[src/inc/uart_msr_sfr_consts.vh]
// register offsets, field positions and reset values for the modem status / special function block
`ifndef UART_MSR_SFR_CONSTS_VH
`define UART_MSR_SFR_CONSTS_VH

// ----------------------------------------------------------------
// register offsets
// ----------------------------------------------------------------
`define ADDR_W               5
`define MODEM_STATUS_OFF     5'h06
`define SPECIAL_FN_OFF       5'h07
`define RX_VIEW_OFF          5'h15
`define TX_VIEW_OFF          5'h16
`define INT_STATUS_OFF       5'h18
`define INT_MASK_OFF         5'h19

// ----------------------------------------------------------------
// modem status fields
// ----------------------------------------------------------------
`define MODEM_LINES          4
`define FLAG_LSB             0
`define LEVEL_LSB            4
`define LINE_CTS             0
`define LINE_DSR             1
`define LINE_RI              2
`define LINE_DCD             3
// per-line edge policy: 1 = rising edge only
`define RISE_ONLY_MASK       4'h4

// ----------------------------------------------------------------
// special function fields
// ----------------------------------------------------------------
`define FORCE_TX_BIT         0
`define AUTO_DSR_DTR_BIT     1
`define SPARE_RW_BIT         4
`define COMPAT_MODE_BIT      5
`define RX_VIEW_SEL_BIT      6
`define TX_VIEW_SEL_BIT      7
// bits that store a written value; bits 2 and 3 read as zero
`define SPECIAL_FN_RW_MASK   8'hf3

// ----------------------------------------------------------------
// reset values
// ----------------------------------------------------------------
`define SPECIAL_FN_RESET     8'h00
`define SAMPLE_CLOCK_RESET   8'h00
`define INT_MASK_RESET       4'h0
`define DATA_ZERO            8'h00

`endif

[src/uart_modem_status_special_function.v]
// modem status and special function registers of one uart channel
//
// The strobed register port was decided locally.
`timescale 1ns/1ps
`default_nettype none
`include "uart_msr_sfr_consts.vh"

// What this block does
// cts change in either direction sets flag
// dsr change in either direction sets flag
// ri rising edge only sets flag
// dcd change in either direction sets flag
// read-only cts level bit, resets zero
// read-only dsr level bit, resets zero
// read-only ri level bit, resets zero
// dcd level in status bit 7
// special bit 0 forces transmitter on
// special bit 1 enables dsr/dtr flow control
// special bit 5 selects extended compatibility mode
// special bit 6 picks error or rx count
// special bit 7 picks tx count or sample clock
// loopback routes general outputs to ri, dcd
// status bits 0-3 flags, 4-7 levels
// change in read cycle keeps flag set
module uart_modem_status_special_function #(
    parameter DATA_W = 8
) (
    // clock and reset
    input  wire                clock,
    input  wire                rst_n,
    // register port
    input  wire [`ADDR_W-1:0]  addr,
    input  wire [DATA_W-1:0]   wdata,
    input  wire                wr,
    input  wire                rd,
    output reg  [DATA_W-1:0]   rdata_q,
    // modem inputs
    input  wire                cts,
    input  wire                dsr,
    input  wire                ri,
    input  wire                dcd,
    // loopback controls from the modem control register
    input  wire                loopback_enable,
    input  wire                general_output_one,
    input  wire                general_output_two,
    // counters owned by the fifo and line logic
    input  wire [DATA_W-1:0]   rx_fill_count,
    input  wire [DATA_W-1:0]   line_error_count,
    input  wire [DATA_W-1:0]   tx_fill_count,
    // controls to the channel
    output reg                 force_tx_q,
    output reg                 auto_dsr_dtr_q,
    output reg                 compat_mode_q,
    output reg                 rx_count_or_error_count_select_q,
    output reg                 tx_count_or_sample_clock_select_q,
    output reg  [DATA_W-1:0]   sample_clock_q,
    // interrupt
    output reg                 irq_q
);

    // ----------------------------------------------------------------
    // address decode
    // ----------------------------------------------------------------
    wire hit_status;
    wire hit_special;
    wire hit_tx_view;
    wire hit_int_status;
    wire hit_int_mask;

    assign hit_status     = (addr == `MODEM_STATUS_OFF);
    assign hit_special    = (addr == `SPECIAL_FN_OFF);
    assign hit_tx_view    = (addr == `TX_VIEW_OFF);
    assign hit_int_status = (addr == `INT_STATUS_OFF);
    assign hit_int_mask   = (addr == `INT_MASK_OFF);

    // ----------------------------------------------------------------
    // modem line selection
    // ----------------------------------------------------------------
    // in loopback the ring and carrier lines come from the general
    // outputs; the pins are ignored so the self test is not disturbed
    wire [`MODEM_LINES-1:0] lines;

    assign lines[`LINE_CTS] = cts;
    assign lines[`LINE_DSR] = dsr;
    assign lines[`LINE_RI]  = loopback_enable ? general_output_one : ri;
    assign lines[`LINE_DCD] = loopback_enable ? general_output_two : dcd;

    // ----------------------------------------------------------------
    // change detection
    // ----------------------------------------------------------------
    wire [`MODEM_LINES-1:0] level;
    wire [`MODEM_LINES-1:0] change_flag;
    wire [`MODEM_LINES-1:0] change_event;
    wire                    status_read;

    assign status_read = rd & hit_status;

    // cts, dsr and dcd flag both edges, ri only its rise
    modem_change_detect #(
        .WIDTH     (`MODEM_LINES),
        .RISE_ONLY (`RISE_ONLY_MASK)
    ) u_detect (
        .clock      (clock),
        .rst_n      (rst_n),
        .line_in    (lines),
        .flag_clear (status_read),
        .level_q    (level),
        .flag_q     (change_flag),
        .event_q    (change_event)
    );
    // see R1 see R2 see R3 see R4

    wire ring_rise_flag;
    wire carrier_change_flag;

    assign ring_rise_flag      = change_flag[`LINE_RI];
    assign carrier_change_flag = change_flag[`LINE_DCD];

    // flags low, levels high
    wire [DATA_W-1:0] status_word;

    assign status_word = {level[`LINE_DCD],
                          level[`LINE_RI],
                          level[`LINE_DSR],
                          level[`LINE_CTS],
                          carrier_change_flag,
                          ring_rise_flag,
                          change_flag[`LINE_DSR],
                          change_flag[`LINE_CTS]};

    // ----------------------------------------------------------------
    // special function register
    // ----------------------------------------------------------------
    // reserved bit 4 keeps what is written; bits 2 and 3 read zero
    reg spare_rw_q;

    wire special_write;

    assign special_write = wr & hit_special;

    always @(posedge clock or negedge rst_n) begin
        if (!rst_n) begin
            force_tx_q                        <= 1'b0;
            auto_dsr_dtr_q                    <= 1'b0;
            spare_rw_q                        <= 1'b0;
            compat_mode_q                     <= 1'b0;
            rx_count_or_error_count_select_q  <= 1'b0;
            tx_count_or_sample_clock_select_q <= 1'b0;
        end else if (special_write) begin
            force_tx_q                        <= wdata[`FORCE_TX_BIT];
            auto_dsr_dtr_q                    <= wdata[`AUTO_DSR_DTR_BIT];
            spare_rw_q                        <= wdata[`SPARE_RW_BIT];
            compat_mode_q                     <= wdata[`COMPAT_MODE_BIT];
            rx_count_or_error_count_select_q  <= wdata[`RX_VIEW_SEL_BIT];
            tx_count_or_sample_clock_select_q <= wdata[`TX_VIEW_SEL_BIT];
        end
    end

    wire [DATA_W-1:0] special_word;

    assign special_word = {tx_count_or_sample_clock_select_q,
                           rx_count_or_error_count_select_q,
                           compat_mode_q,
                           spare_rw_q,
                           1'b0,
                           1'b0,
                           auto_dsr_dtr_q,
                           force_tx_q};

    // ----------------------------------------------------------------
    // sample clock register
    // ----------------------------------------------------------------
    // only writable while its offset shows it; with the transmit count
    // selected the offset is read-only and writes are dropped
    always @(posedge clock or negedge rst_n) begin
        if (!rst_n) begin
            sample_clock_q <= `SAMPLE_CLOCK_RESET;
        end else if (wr && hit_tx_view && !tx_count_or_sample_clock_select_q) begin
            sample_clock_q <= wdata;
        end
    end

    // ----------------------------------------------------------------
    // shared counter offsets
    // ----------------------------------------------------------------
    wire [DATA_W-1:0] rx_view;
    wire [DATA_W-1:0] tx_view;

    counter_view_mux #(
        .DATA_W (DATA_W)
    ) u_view (
        .rx_count_or_error_count_select  (rx_count_or_error_count_select_q),
        .tx_count_or_sample_clock_select (tx_count_or_sample_clock_select_q),
        .rx_fill_count                   (rx_fill_count),
        .line_error_count                (line_error_count),
        .tx_fill_count                   (tx_fill_count),
        .sample_clock                    (sample_clock_q),
        .rx_view                         (rx_view),
        .tx_view                         (tx_view)
    );

    // ----------------------------------------------------------------
    // interrupt status and mask
    // ----------------------------------------------------------------
    // kept apart from the modem flags so software can poll the status
    // register without losing the interrupt cause, and vice versa
    reg  [`MODEM_LINES-1:0] int_status_q;
    reg  [`MODEM_LINES-1:0] int_mask_q;
    reg  [`MODEM_LINES-1:0] int_status_d;

    always @* begin
        int_status_d = int_status_q;
        if (rd && hit_int_status) begin
            int_status_d = {`MODEM_LINES{1'b0}};
        end
        // a new event beats the clearing read
        int_status_d = int_status_d | change_event;
    end

    always @(posedge clock or negedge rst_n) begin
        if (!rst_n) begin
            int_status_q <= {`MODEM_LINES{1'b0}};
            int_mask_q   <= `INT_MASK_RESET;
            irq_q        <= 1'b0;
        end else begin
            int_status_q <= int_status_d;
            if (wr && hit_int_mask) begin
                int_mask_q <= wdata[`MODEM_LINES-1:0];
            end
            irq_q <= |(int_status_d & int_mask_q);
        end
    end

    // ----------------------------------------------------------------
    // read data
    // ----------------------------------------------------------------
    reg [DATA_W-1:0] read_mux;

    always @* begin
        case (addr)
            `MODEM_STATUS_OFF: read_mux = status_word;
            `SPECIAL_FN_OFF:   read_mux = special_word & `SPECIAL_FN_RW_MASK;
            `RX_VIEW_OFF:      read_mux = rx_view;
            `TX_VIEW_OFF:      read_mux = tx_view;
            `INT_STATUS_OFF:   read_mux = {{(DATA_W-`MODEM_LINES){1'b0}}, int_status_q};
            `INT_MASK_OFF:     read_mux = {{(DATA_W-`MODEM_LINES){1'b0}}, int_mask_q};
            default:           read_mux = `DATA_ZERO;
        endcase
    end

    // data stand for the one cycle after the read strobe, zero otherwise
    always @(posedge clock or negedge rst_n) begin
        if (!rst_n) begin
            rdata_q <= `DATA_ZERO;
        end else if (rd) begin
            rdata_q <= read_mux;
        end else begin
            rdata_q <= `DATA_ZERO;
        end
    end

endmodule

`default_nettype wire

[src/modem_change_detect.v]
// per-line level sampling and sticky change flags for the modem inputs
`timescale 1ns/1ps
`default_nettype none

module modem_change_detect #(
    parameter       WIDTH     = 4,
    parameter [3:0] RISE_ONLY = 4'h4
) (
    // clock and reset
    input  wire             clock,
    input  wire             rst_n,
    // line side
    input  wire [WIDTH-1:0] line_in,
    // software side
    input  wire             flag_clear,
    // results
    output reg  [WIDTH-1:0] level_q,
    output reg  [WIDTH-1:0] flag_q,
    output reg  [WIDTH-1:0] event_q
);

    // the first sample after reset only seeds the levels, so a line
    // that is already high does not look like a change
    reg primed_q;

    always @(posedge clock or negedge rst_n) begin
        if (!rst_n) begin
            primed_q <= 1'b0;
        end else begin
            primed_q <= 1'b1;
        end
    end

    genvar i;
    generate
        for (i = 0; i < WIDTH; i = i + 1) begin : g_line
            wire rise;
            wire fall;
            wire hit;
            assign rise = primed_q & line_in[i] & ~level_q[i];
            assign fall = primed_q & ~line_in[i] & level_q[i];
            assign hit  = rise | (fall & ~RISE_ONLY[i]);

            always @(posedge clock or negedge rst_n) begin
                if (!rst_n) begin
                    level_q[i] <= 1'b0;
                    flag_q[i]  <= 1'b0;
                    event_q[i] <= 1'b0;
                end else begin
                    level_q[i] <= line_in[i];
                    event_q[i] <= hit;
                    // a change in the clearing cycle survives the read
                    if (hit) begin
                        flag_q[i] <= 1'b1;
                    end else if (flag_clear) begin
                        flag_q[i] <= 1'b0;
                    end
                end
            end
        end
    endgenerate

endmodule

`default_nettype wire

[src/counter_view_mux.v]
// chooses what the two shared counter offsets return on a read
`timescale 1ns/1ps
`default_nettype none

module counter_view_mux #(
    parameter DATA_W = 8
) (
    // selects
    input  wire              rx_count_or_error_count_select,
    input  wire              tx_count_or_sample_clock_select,
    // sources
    input  wire [DATA_W-1:0] rx_fill_count,
    input  wire [DATA_W-1:0] line_error_count,
    input  wire [DATA_W-1:0] tx_fill_count,
    input  wire [DATA_W-1:0] sample_clock,
    // views
    output wire [DATA_W-1:0] rx_view,
    output wire [DATA_W-1:0] tx_view
);

    assign rx_view = rx_count_or_error_count_select ? line_error_count : rx_fill_count;
    assign tx_view = tx_count_or_sample_clock_select ? tx_fill_count : sample_clock;

endmodule

`default_nettype wire

[config.mk]
export PLATFORM = sky130hd
export DESIGN_NAME = uart_modem_status_special_function
export DESIGN_NICKNAME = d
export VERILOG_FILES = /design/src/uart_modem_status_special_function.v /design/src/modem_change_detect.v /design/src/counter_view_mux.v
export VERILOG_INCLUDE_DIRS = /design/src /design/src/inc
export SDC_FILE = /design/constraint.sdc
export NUM_CORES = 1
export LEC_CHECK = 0
export BUFFER_PORTS_ARGS = -buffer_cell sky130_fd_sc_hd__buf_2
export CORE_AREA = 5 5 62 86
export CTS_CLUSTER_DIAMETER = 100
export DETAILED_ROUTE_END_ITERATION = 8
export DIE_AREA = 0 0 67 91
export PLACE_DENSITY = 0.76
export SLEW_MARGIN = 10
export SYNTH_ARGS = -nofsm -noshare
export SYNTH_HDL_FRONTEND = slang
export SYNTH_SLANG_ARGS = --single-unit
[constraint.sdc]
create_clock -name clock -period 3.6 [get_ports clock]
set_input_delay 0.36 -clock clock [delete_from_list [all_inputs] [get_ports clock]]
set_output_delay 0.36 -clock clock [all_outputs]
set_load 0.05 [all_outputs]
==> metrics, run 1 <==
worst slew slack as a fraction of its limit=29.1%; overall via count from detail_route=1581; fraction of layout instances using a drive strength above 1=46.8%; share of Yosys cell area claimed by the top area cell type=51.8%; die boundary height=91 um; final hold violations=0; startpoint kind of the worst setup timing path=input port; Static Leakage=1.24 nW; share of synthesized area occupied by flip-flops and latches=51.8%; DP Worst Slack=1370 ps; Syn. warnings=0; unique cell type count in the Yosys netlist=34; endpoint of the worst setup timing path=int_mask_q[1]; number of antenna violations at the first check in global routing=0; clock input transition at the sequential cells of the worst setup and hold paths=80 ps; largest fanout of any net on the critical path=9; drt total wl=4880 um; Max stage delay on crit path=900 ps; leftover overflow at the end of global routing=0; layout overhead on the synthesized area=22.9%; final weighted congestion of routability-driven global placement=0.833; via count of the first global-routing pass=1616; first-pass GRT wire length=7870 um; Power Total=1.32 mW; Worst-Margin Slew=1050 ps; area of the core=4460 um^2; worst endpoint required time=3790 ps; clock tree sinks=44; num ports=70; flip-flop cell with the highest count after synthesis=dfrtp_1; Avg Vias per Cell=5.29; leading cell type in the layout, fill and taps excluded=buf_2; CP Cell Sequence=buf_2 -> nor4bb_1 -> and3_1 -> mux2_2; Clk network pwr share=28.6%; Register-to-Register Setup Slack=1930 ps; max capacitance violation total=0; worst voltage drop across the vdd grid=0.234 mV; start point of the critical path=addr[1]; setup repair after global routing missed its margin=no; number of flip-flops and latches in the synthesized netlist=44; share of synthesized flip-flops with an asynchronous set or reset=100%; internal power contribution=885 uW; Fin Clk Skew=7.05 ps; run status=finished, final reports clean; insertion delay of the later-clocked pin in the worst-skew pair=300 ps; first-iteration detailed-routing DRC count=79; post-route worst setup slack=1660 ps; CP Capture Type=register; sw frac=33.1%; type of the setup path with the least slack=in2reg; number of buffers created by CTS=5; hold bufs inserted after CTS=0; largest net degree at the start of global routing=45; CTS max path bufs=2; number of instances in the synthesized netlist=168; Worst path slowest cell=nor4bb_1; type of the most critical hold path=in2reg; final design instance area without fill=2610 um^2; Die Wd=67 um; total nets after synthesis=216; residual antenna-violating net count after detailed routing=0; Pwr per Cell Area=506 nW/um^2; final worst-path cycle share=53.8%; PortBufs=69; final setup violation count=0; switching component of the power=437 uW; area of the mapped netlist=2130 um^2; portion of total power attributed to combinational logic=25.0%; total die area=6100 um^2; number of design rule violations left after detail routing=0; time the worst path needs with I/O delays and setup=1940 ps; number of enable-type register cells in the synthesized netlist=0; RR Endpoint=sample_clock_q[1]; deepest level of the CTS H-tree=2; portion of total power attributed to sequential cells=46.4%; post-detailed-placement cell area=2500 um^2; final-stage net count=284; setup TNS=0 ps; Max Transition Viols Final=0; syn avg cell area=12.7 um^2; post-DP HPWL=3870 um; antenna cell count=0; largest cells by area after synthesis=dfrtp_1 (52%), mux2_2 (12%), mux2i_1 (8.5%), a22oi_1 (3.2%), a21o_1 (2.8%); overall track demand over capacity in global routing=17.0%; post-cts sizing count=0; most area-hungry cell type in the Yosys netlist=dfrtp_1; first-pass iteration count of the detailed router=4; fmax=0.516 GHz; launch instance of the worst register-to-register path=tx_count_or_sample_clock_select_q; arrival time worst endpoint=2130 ps; # Post-CTS Setup Buffers=0; clock root buffer=clkbuf_8; wire per inst=16.3 um; Post-Route Utilization=58.5%; CTS tree=yes; highest-count cells in the layout ignoring fill and taps=buf_2 (69), dfrtp_1 (44), mux2_2 (22), mux2i_1 (18); worst-case reg-to-reg path depth=2; count of standard-cell rows=29; Starting Density=47.6%
==> worst min-delay path by stage <==
stage                              from  slack, ps                   to  cells past startpoint
floorplan                         rst_n         60       auto_dsr_dtr_q                      0
global placement    u_detect.event_q[2]        440      int_status_q[2]                      1
detailed placement  u_detect.event_q[2]        440      int_status_q[2]                      1
CTS                                 cts        180  u_detect.level_q[0]                      1
global route                        dsr        180  u_detect.level_q[1]                      1
finish                              dsr        190  u_detect.level_q[1]                      1
==> metal layers <==
metal  wire (um)  vias up  global-route usage (%)
li1            -      758                       -
met1        1900      776                    20.8
met2        2650       41                    29.3
met3         268        6                    4.20
met4          56        0                    4.57
met5           0        -                       0
==> worst max-delay path: cells and delay by family <==
kind / cells / cell delay [ps]
buffers and inverters: 1 / 150
muxes: 1 / 350
and+or+nand+nor: 2 / 1260
==> power by group through the flow <==
stage	Combinational (mW)	Clock, mW	Sequential, mW
after CTS	0.335	0.385	0.615
after global placement	0.329	0	0.622
after floorplan	0.137	0	0.714
after detailed placement	0.333	0	0.625
after global routing	0.355	0.412	0.622
final	0.330	0.378	0.614
==> cell type report <==
cell class	count	area [um^2]
Multi-Input combinational cell	116	973
Timing Repair Buffer	69	345
Tap cell	62	77.6
Clock buffer	5	68.8
Fill cell	383	1850
Clock inverter	3	46.3
Sequential cell	44	1100
==> cell usage after synthesis (2+ instances only) <==
cell type  number
nand3_1         4
nor2_1          3
nand3b_1        3
o22ai_1         3
mux2_2         22
o221ai_1        2
a22oi_1         9
and4bb_2        2
o21a_1          4
buf_2           5
and2_1          2
dfrtp_1        44
a21o_1          8
nand2_1         9
mux2i_1        18
a21oi_1         5
o22a_2          3
xor2_1          2
and3b_1         2
buf_6           2
o21ai_0         3
==> kinds of logic after synthesis <==
group | after synthesis | synth area share [%]
AOI/OAI and AO/OA | 38 | 12.8
DFF | 44 | 51.8
muxes | 40 | 20.1
and+or+nand+nor | 35 | 11.8
buffers and inverters | 8 | 2.41
other | 1 | 0.176
xor gates and xnor gates | 2 | 0.824
==> stage by stage <==
stage / hold slack [ps] / cells
CTS: 185 / 299
finish: 190 / 299
global route: 175 / 299
global placement: 442 / 291
detailed placement: 442 / 291
floorplan: 64.4 / 168
==> registers in the layout (all words and copies together), names as in the netlist, 4 cells and up <==
register / cells
u_detect.event_q: 4
int_status_q: 4
rdata_q: 8
int_mask_q: 4
sample_clock_q: 8
u_detect.flag_q: 4
u_detect.level_q: 4
(Power assumes the default switching activity.)
==> run 2, diff against run 1 <==
Clock period 3.6 ns to 2 ns, I/O delays scaled along.
==> run 2 against run 1 <==
Against the previous run:
- routed wire length is 6.2% higher
- hold slack lost 160 ps
- combinational power rose by 90%
- non-clock buffer count increased by 6
- critical path depth shrank 3
- utilization increased by 1.3 points
- global-route usage rose by 0.94 points
- register-to-register slack worse by 1300 ps
- setup slack worse by 1200 ps
- critical path type is now reg2out
- die area stayed put
- total power up 85%
==> metrics, run 2 (same netlist as run 1, synthesis figures left out) <==
final hold violations=0 (unchanged); clock input transition at the sequential cells of the worst setup and hold paths=80 ps (about the same); Clk network pwr share=29.9% (was 28.6%); type of the setup path with the least slack=reg2out (was in2reg); setup repair after global routing missed its margin=no (unchanged); highest-count cells in the layout ignoring fill and taps=buf_2 (69), dfrtp_1 (44), mux2_2 (22), mux2i_1 (18) (unchanged); internal power contribution=1.67 mW (was 885 uW); final weighted congestion of routability-driven global placement=0.896 (was 0.833); count of standard-cell rows=29 (unchanged); Max stage delay on crit path=690 ps (was 900 ps); Avg Vias per Cell=5.36 (was 5.29); CP delay by family, top=flip-flops (was simple AND/OR/NAND/NOR gates); worst hold slack after final layout=29.9 ps (was 190 ps); CTS tree=yes (unchanged); worst endpoint required time=1800 ps (was 3790 ps); Final Non-Filler Cells=305 (was 299); GRT met1 Usage=21.6% (was 20.8%); Fin Clk Skew=5.02 ps (was 7.05 ps); leftover overflow at the end of global routing=0 (unchanged); via count of the first global-routing pass=1701 (was 1616); PortBufs=69 (unchanged); first-iteration detailed-routing DRC count=81 (was 79); Power Total=2.45 mW (was 1.32 mW); fmax=0.647 GHz; final worst-path cycle share=77.3%; setup TNS=0 ps (unchanged); CP Capture Type=output pin (was register); leading cell type in the layout, fill and taps excluded=buf_2 (unchanged); largest net degree at the start of global routing=18 (was 45); antenna cell count=0 (unchanged); CP Cell Sequence=buf_2 (was buf_2 -> nor4bb_1 -> and3_1 -> mux2_2); Max Transition Viols Final=0 (unchanged); final setup violation count=0 (unchanged); final-layout fill cell count=386 (was 383); max capacitance violation total=0 (unchanged); layout overhead on the synthesized area=25.7% (was 22.9%); number of design rule violations left after detail routing=0 (unchanged); residual antenna-violating net count after detailed routing=0 (unchanged); overall via count from detail_route=1636 (was 1581); clock root buffer=clkbuf_8 (unchanged); Worst-Margin Slew=538 ps (was 1050 ps); post-placement cell count=296 (was 291); CTS max path bufs=2 (unchanged); hold bufs inserted after CTS=1 (was 0); Worst path slowest cell=dfrtp_1 (was nor4bb_1); post-cts sizing count=0 (unchanged); worst voltage drop across the vdd grid=0.545 mV (was 0.234 mV); portion of total power attributed to sequential cells=44.5% (was 46.4%); Pwr per Cell Area=918 nW/um^2 (was 506 nW/um^2); die boundary height=91 um (unchanged); run status=finished, final reports clean (unchanged); worst slew slack as a fraction of its limit=64.1% (was 29.1%); first-pass GRT wire length=8290 um (was 7870 um); sw frac=32.0% (was 33.1%); deepest level of the CTS H-tree=2 (unchanged); # Post-CTS Setup Buffers=0 (unchanged); number of buffers created by CTS=5 (unchanged); total die area=6100 um^2 (unchanged); clock tree sinks=44 (unchanged); fraction of layout instances using a drive strength above 1=47.7% (was 46.8%); post-DP HPWL=4100 um (was 3870 um); time the worst path needs with I/O delays and setup=1550 ps; first-pass iteration count of the detailed router=5 (was 4); switching component of the power=784 uW (was 437 uW); num ports=70 (unchanged); Starting Density=47.6% (unchanged); area of the core=4460 um^2 (unchanged); final-stage net count=290 (was 284); startpoint kind of the worst setup timing path=register (was input port); Static Leakage=1.27 nW (was 1.24 nW); drt total wl=5180 um (was 4880 um); crit path buf inv count=1 (unchanged); largest fanout of any net on the critical path=11 (was 9); routing layer with the top usage in global route=met2 (unchanged); global-route met3 utilization=4.57% (was 4.20%); insertion delay of the later-clocked pin in the worst-skew pair=300 ps (about the same); arrival time worst endpoint=1350 ps (was 2130 ps); number of antenna violations at the first check in global routing=0 (unchanged); largest registers=rdata_q x8, sample_clock_q x8 (unchanged); type of the most critical hold path=in2reg (unchanged); met2 capacity usage during global routing=30.7% (was 29.3%); Post-Route Utilization=59.9% (was 58.5%); overall track demand over capacity in global routing=18.0% (was 17.0%); portion of total power attributed to combinational logic=25.6% (was 25.0%); Die Wd=67 um (unchanged); wire per inst=17.0 um (was 16.3 um)
-- run 2: changes by cell type in the layout (fill, tap and decap cells not counted), sizes merged --
cell and change:
clkbuf +2, dlygate4sd3 +1, buf +5, inv -1, clkinvlp -1
-- run 2: per-layer routing --
layer | part of all wire (%) | up-vias
li1 | - | 768
met5 | 0 | -
met4 | 1.7 | 0
met1 | 39 | 806
met3 | 5.5 | 11
met2 | 53 | 51
-- run 2: final timing paths --
check	start	end	slack [ps]	depth (start not counted)
setup / recovery	rx_count_or_error_count_select_q	rx_count_or_error_count_select_q	450	1
hold / removal	dsr	u_detect.level_q[1]	30	1
setup reg to reg	tx_count_or_sample_clock_select_q	sample_clock_q[3]	650	2
hold reg to reg	u_detect.event_q[1]	int_status_q[1]	460	1
max in group asynchronous	rst_n	sample_clock_q[7]	1120	3
min in group asynchronous	rst_n	irq_q	340	2
-- run 2: through the flow --
step | setup slack [ps] | cell area (um^2)
2_1_floorplan | 405 | 2130
3_3_place_gp | 339 | 2530
3_5_place_dp | 312 | 2530
4_1_cts | 425 | 2670
5_1_grt | 403 | 2670
6_report | 455 | 2670
-- run 2: area by class of cell --
| cell class | instances | area [um^2] | share of cell area (%) |
|---|---|---|---|
| Sequential cell | 44 | 1100 | 41.2 |
| Multi-Input combinational cell | 116 | 973 | 36.4 |
| Timing Repair Buffer | 75 | 393 | 14.7 |
| Clock buffer | 7 | 96.3 | 3.61 |
| Tap cell | 62 | 77.6 | 2.90 |
| Clock inverter | 1 | 30.0 | 1.12 |
-- run 2: power groups by stage --
stage	combinational [mW]	sequential, mW	clock (mW)
final	0.627	1.09	0.733
after global routing	0.668	1.11	0.784
after CTS	0.632	1.09	0.748
after detailed placement	0.628	1.11	0
after global placement	0.619	1.11	0
after floorplan	0.246	1.29	0
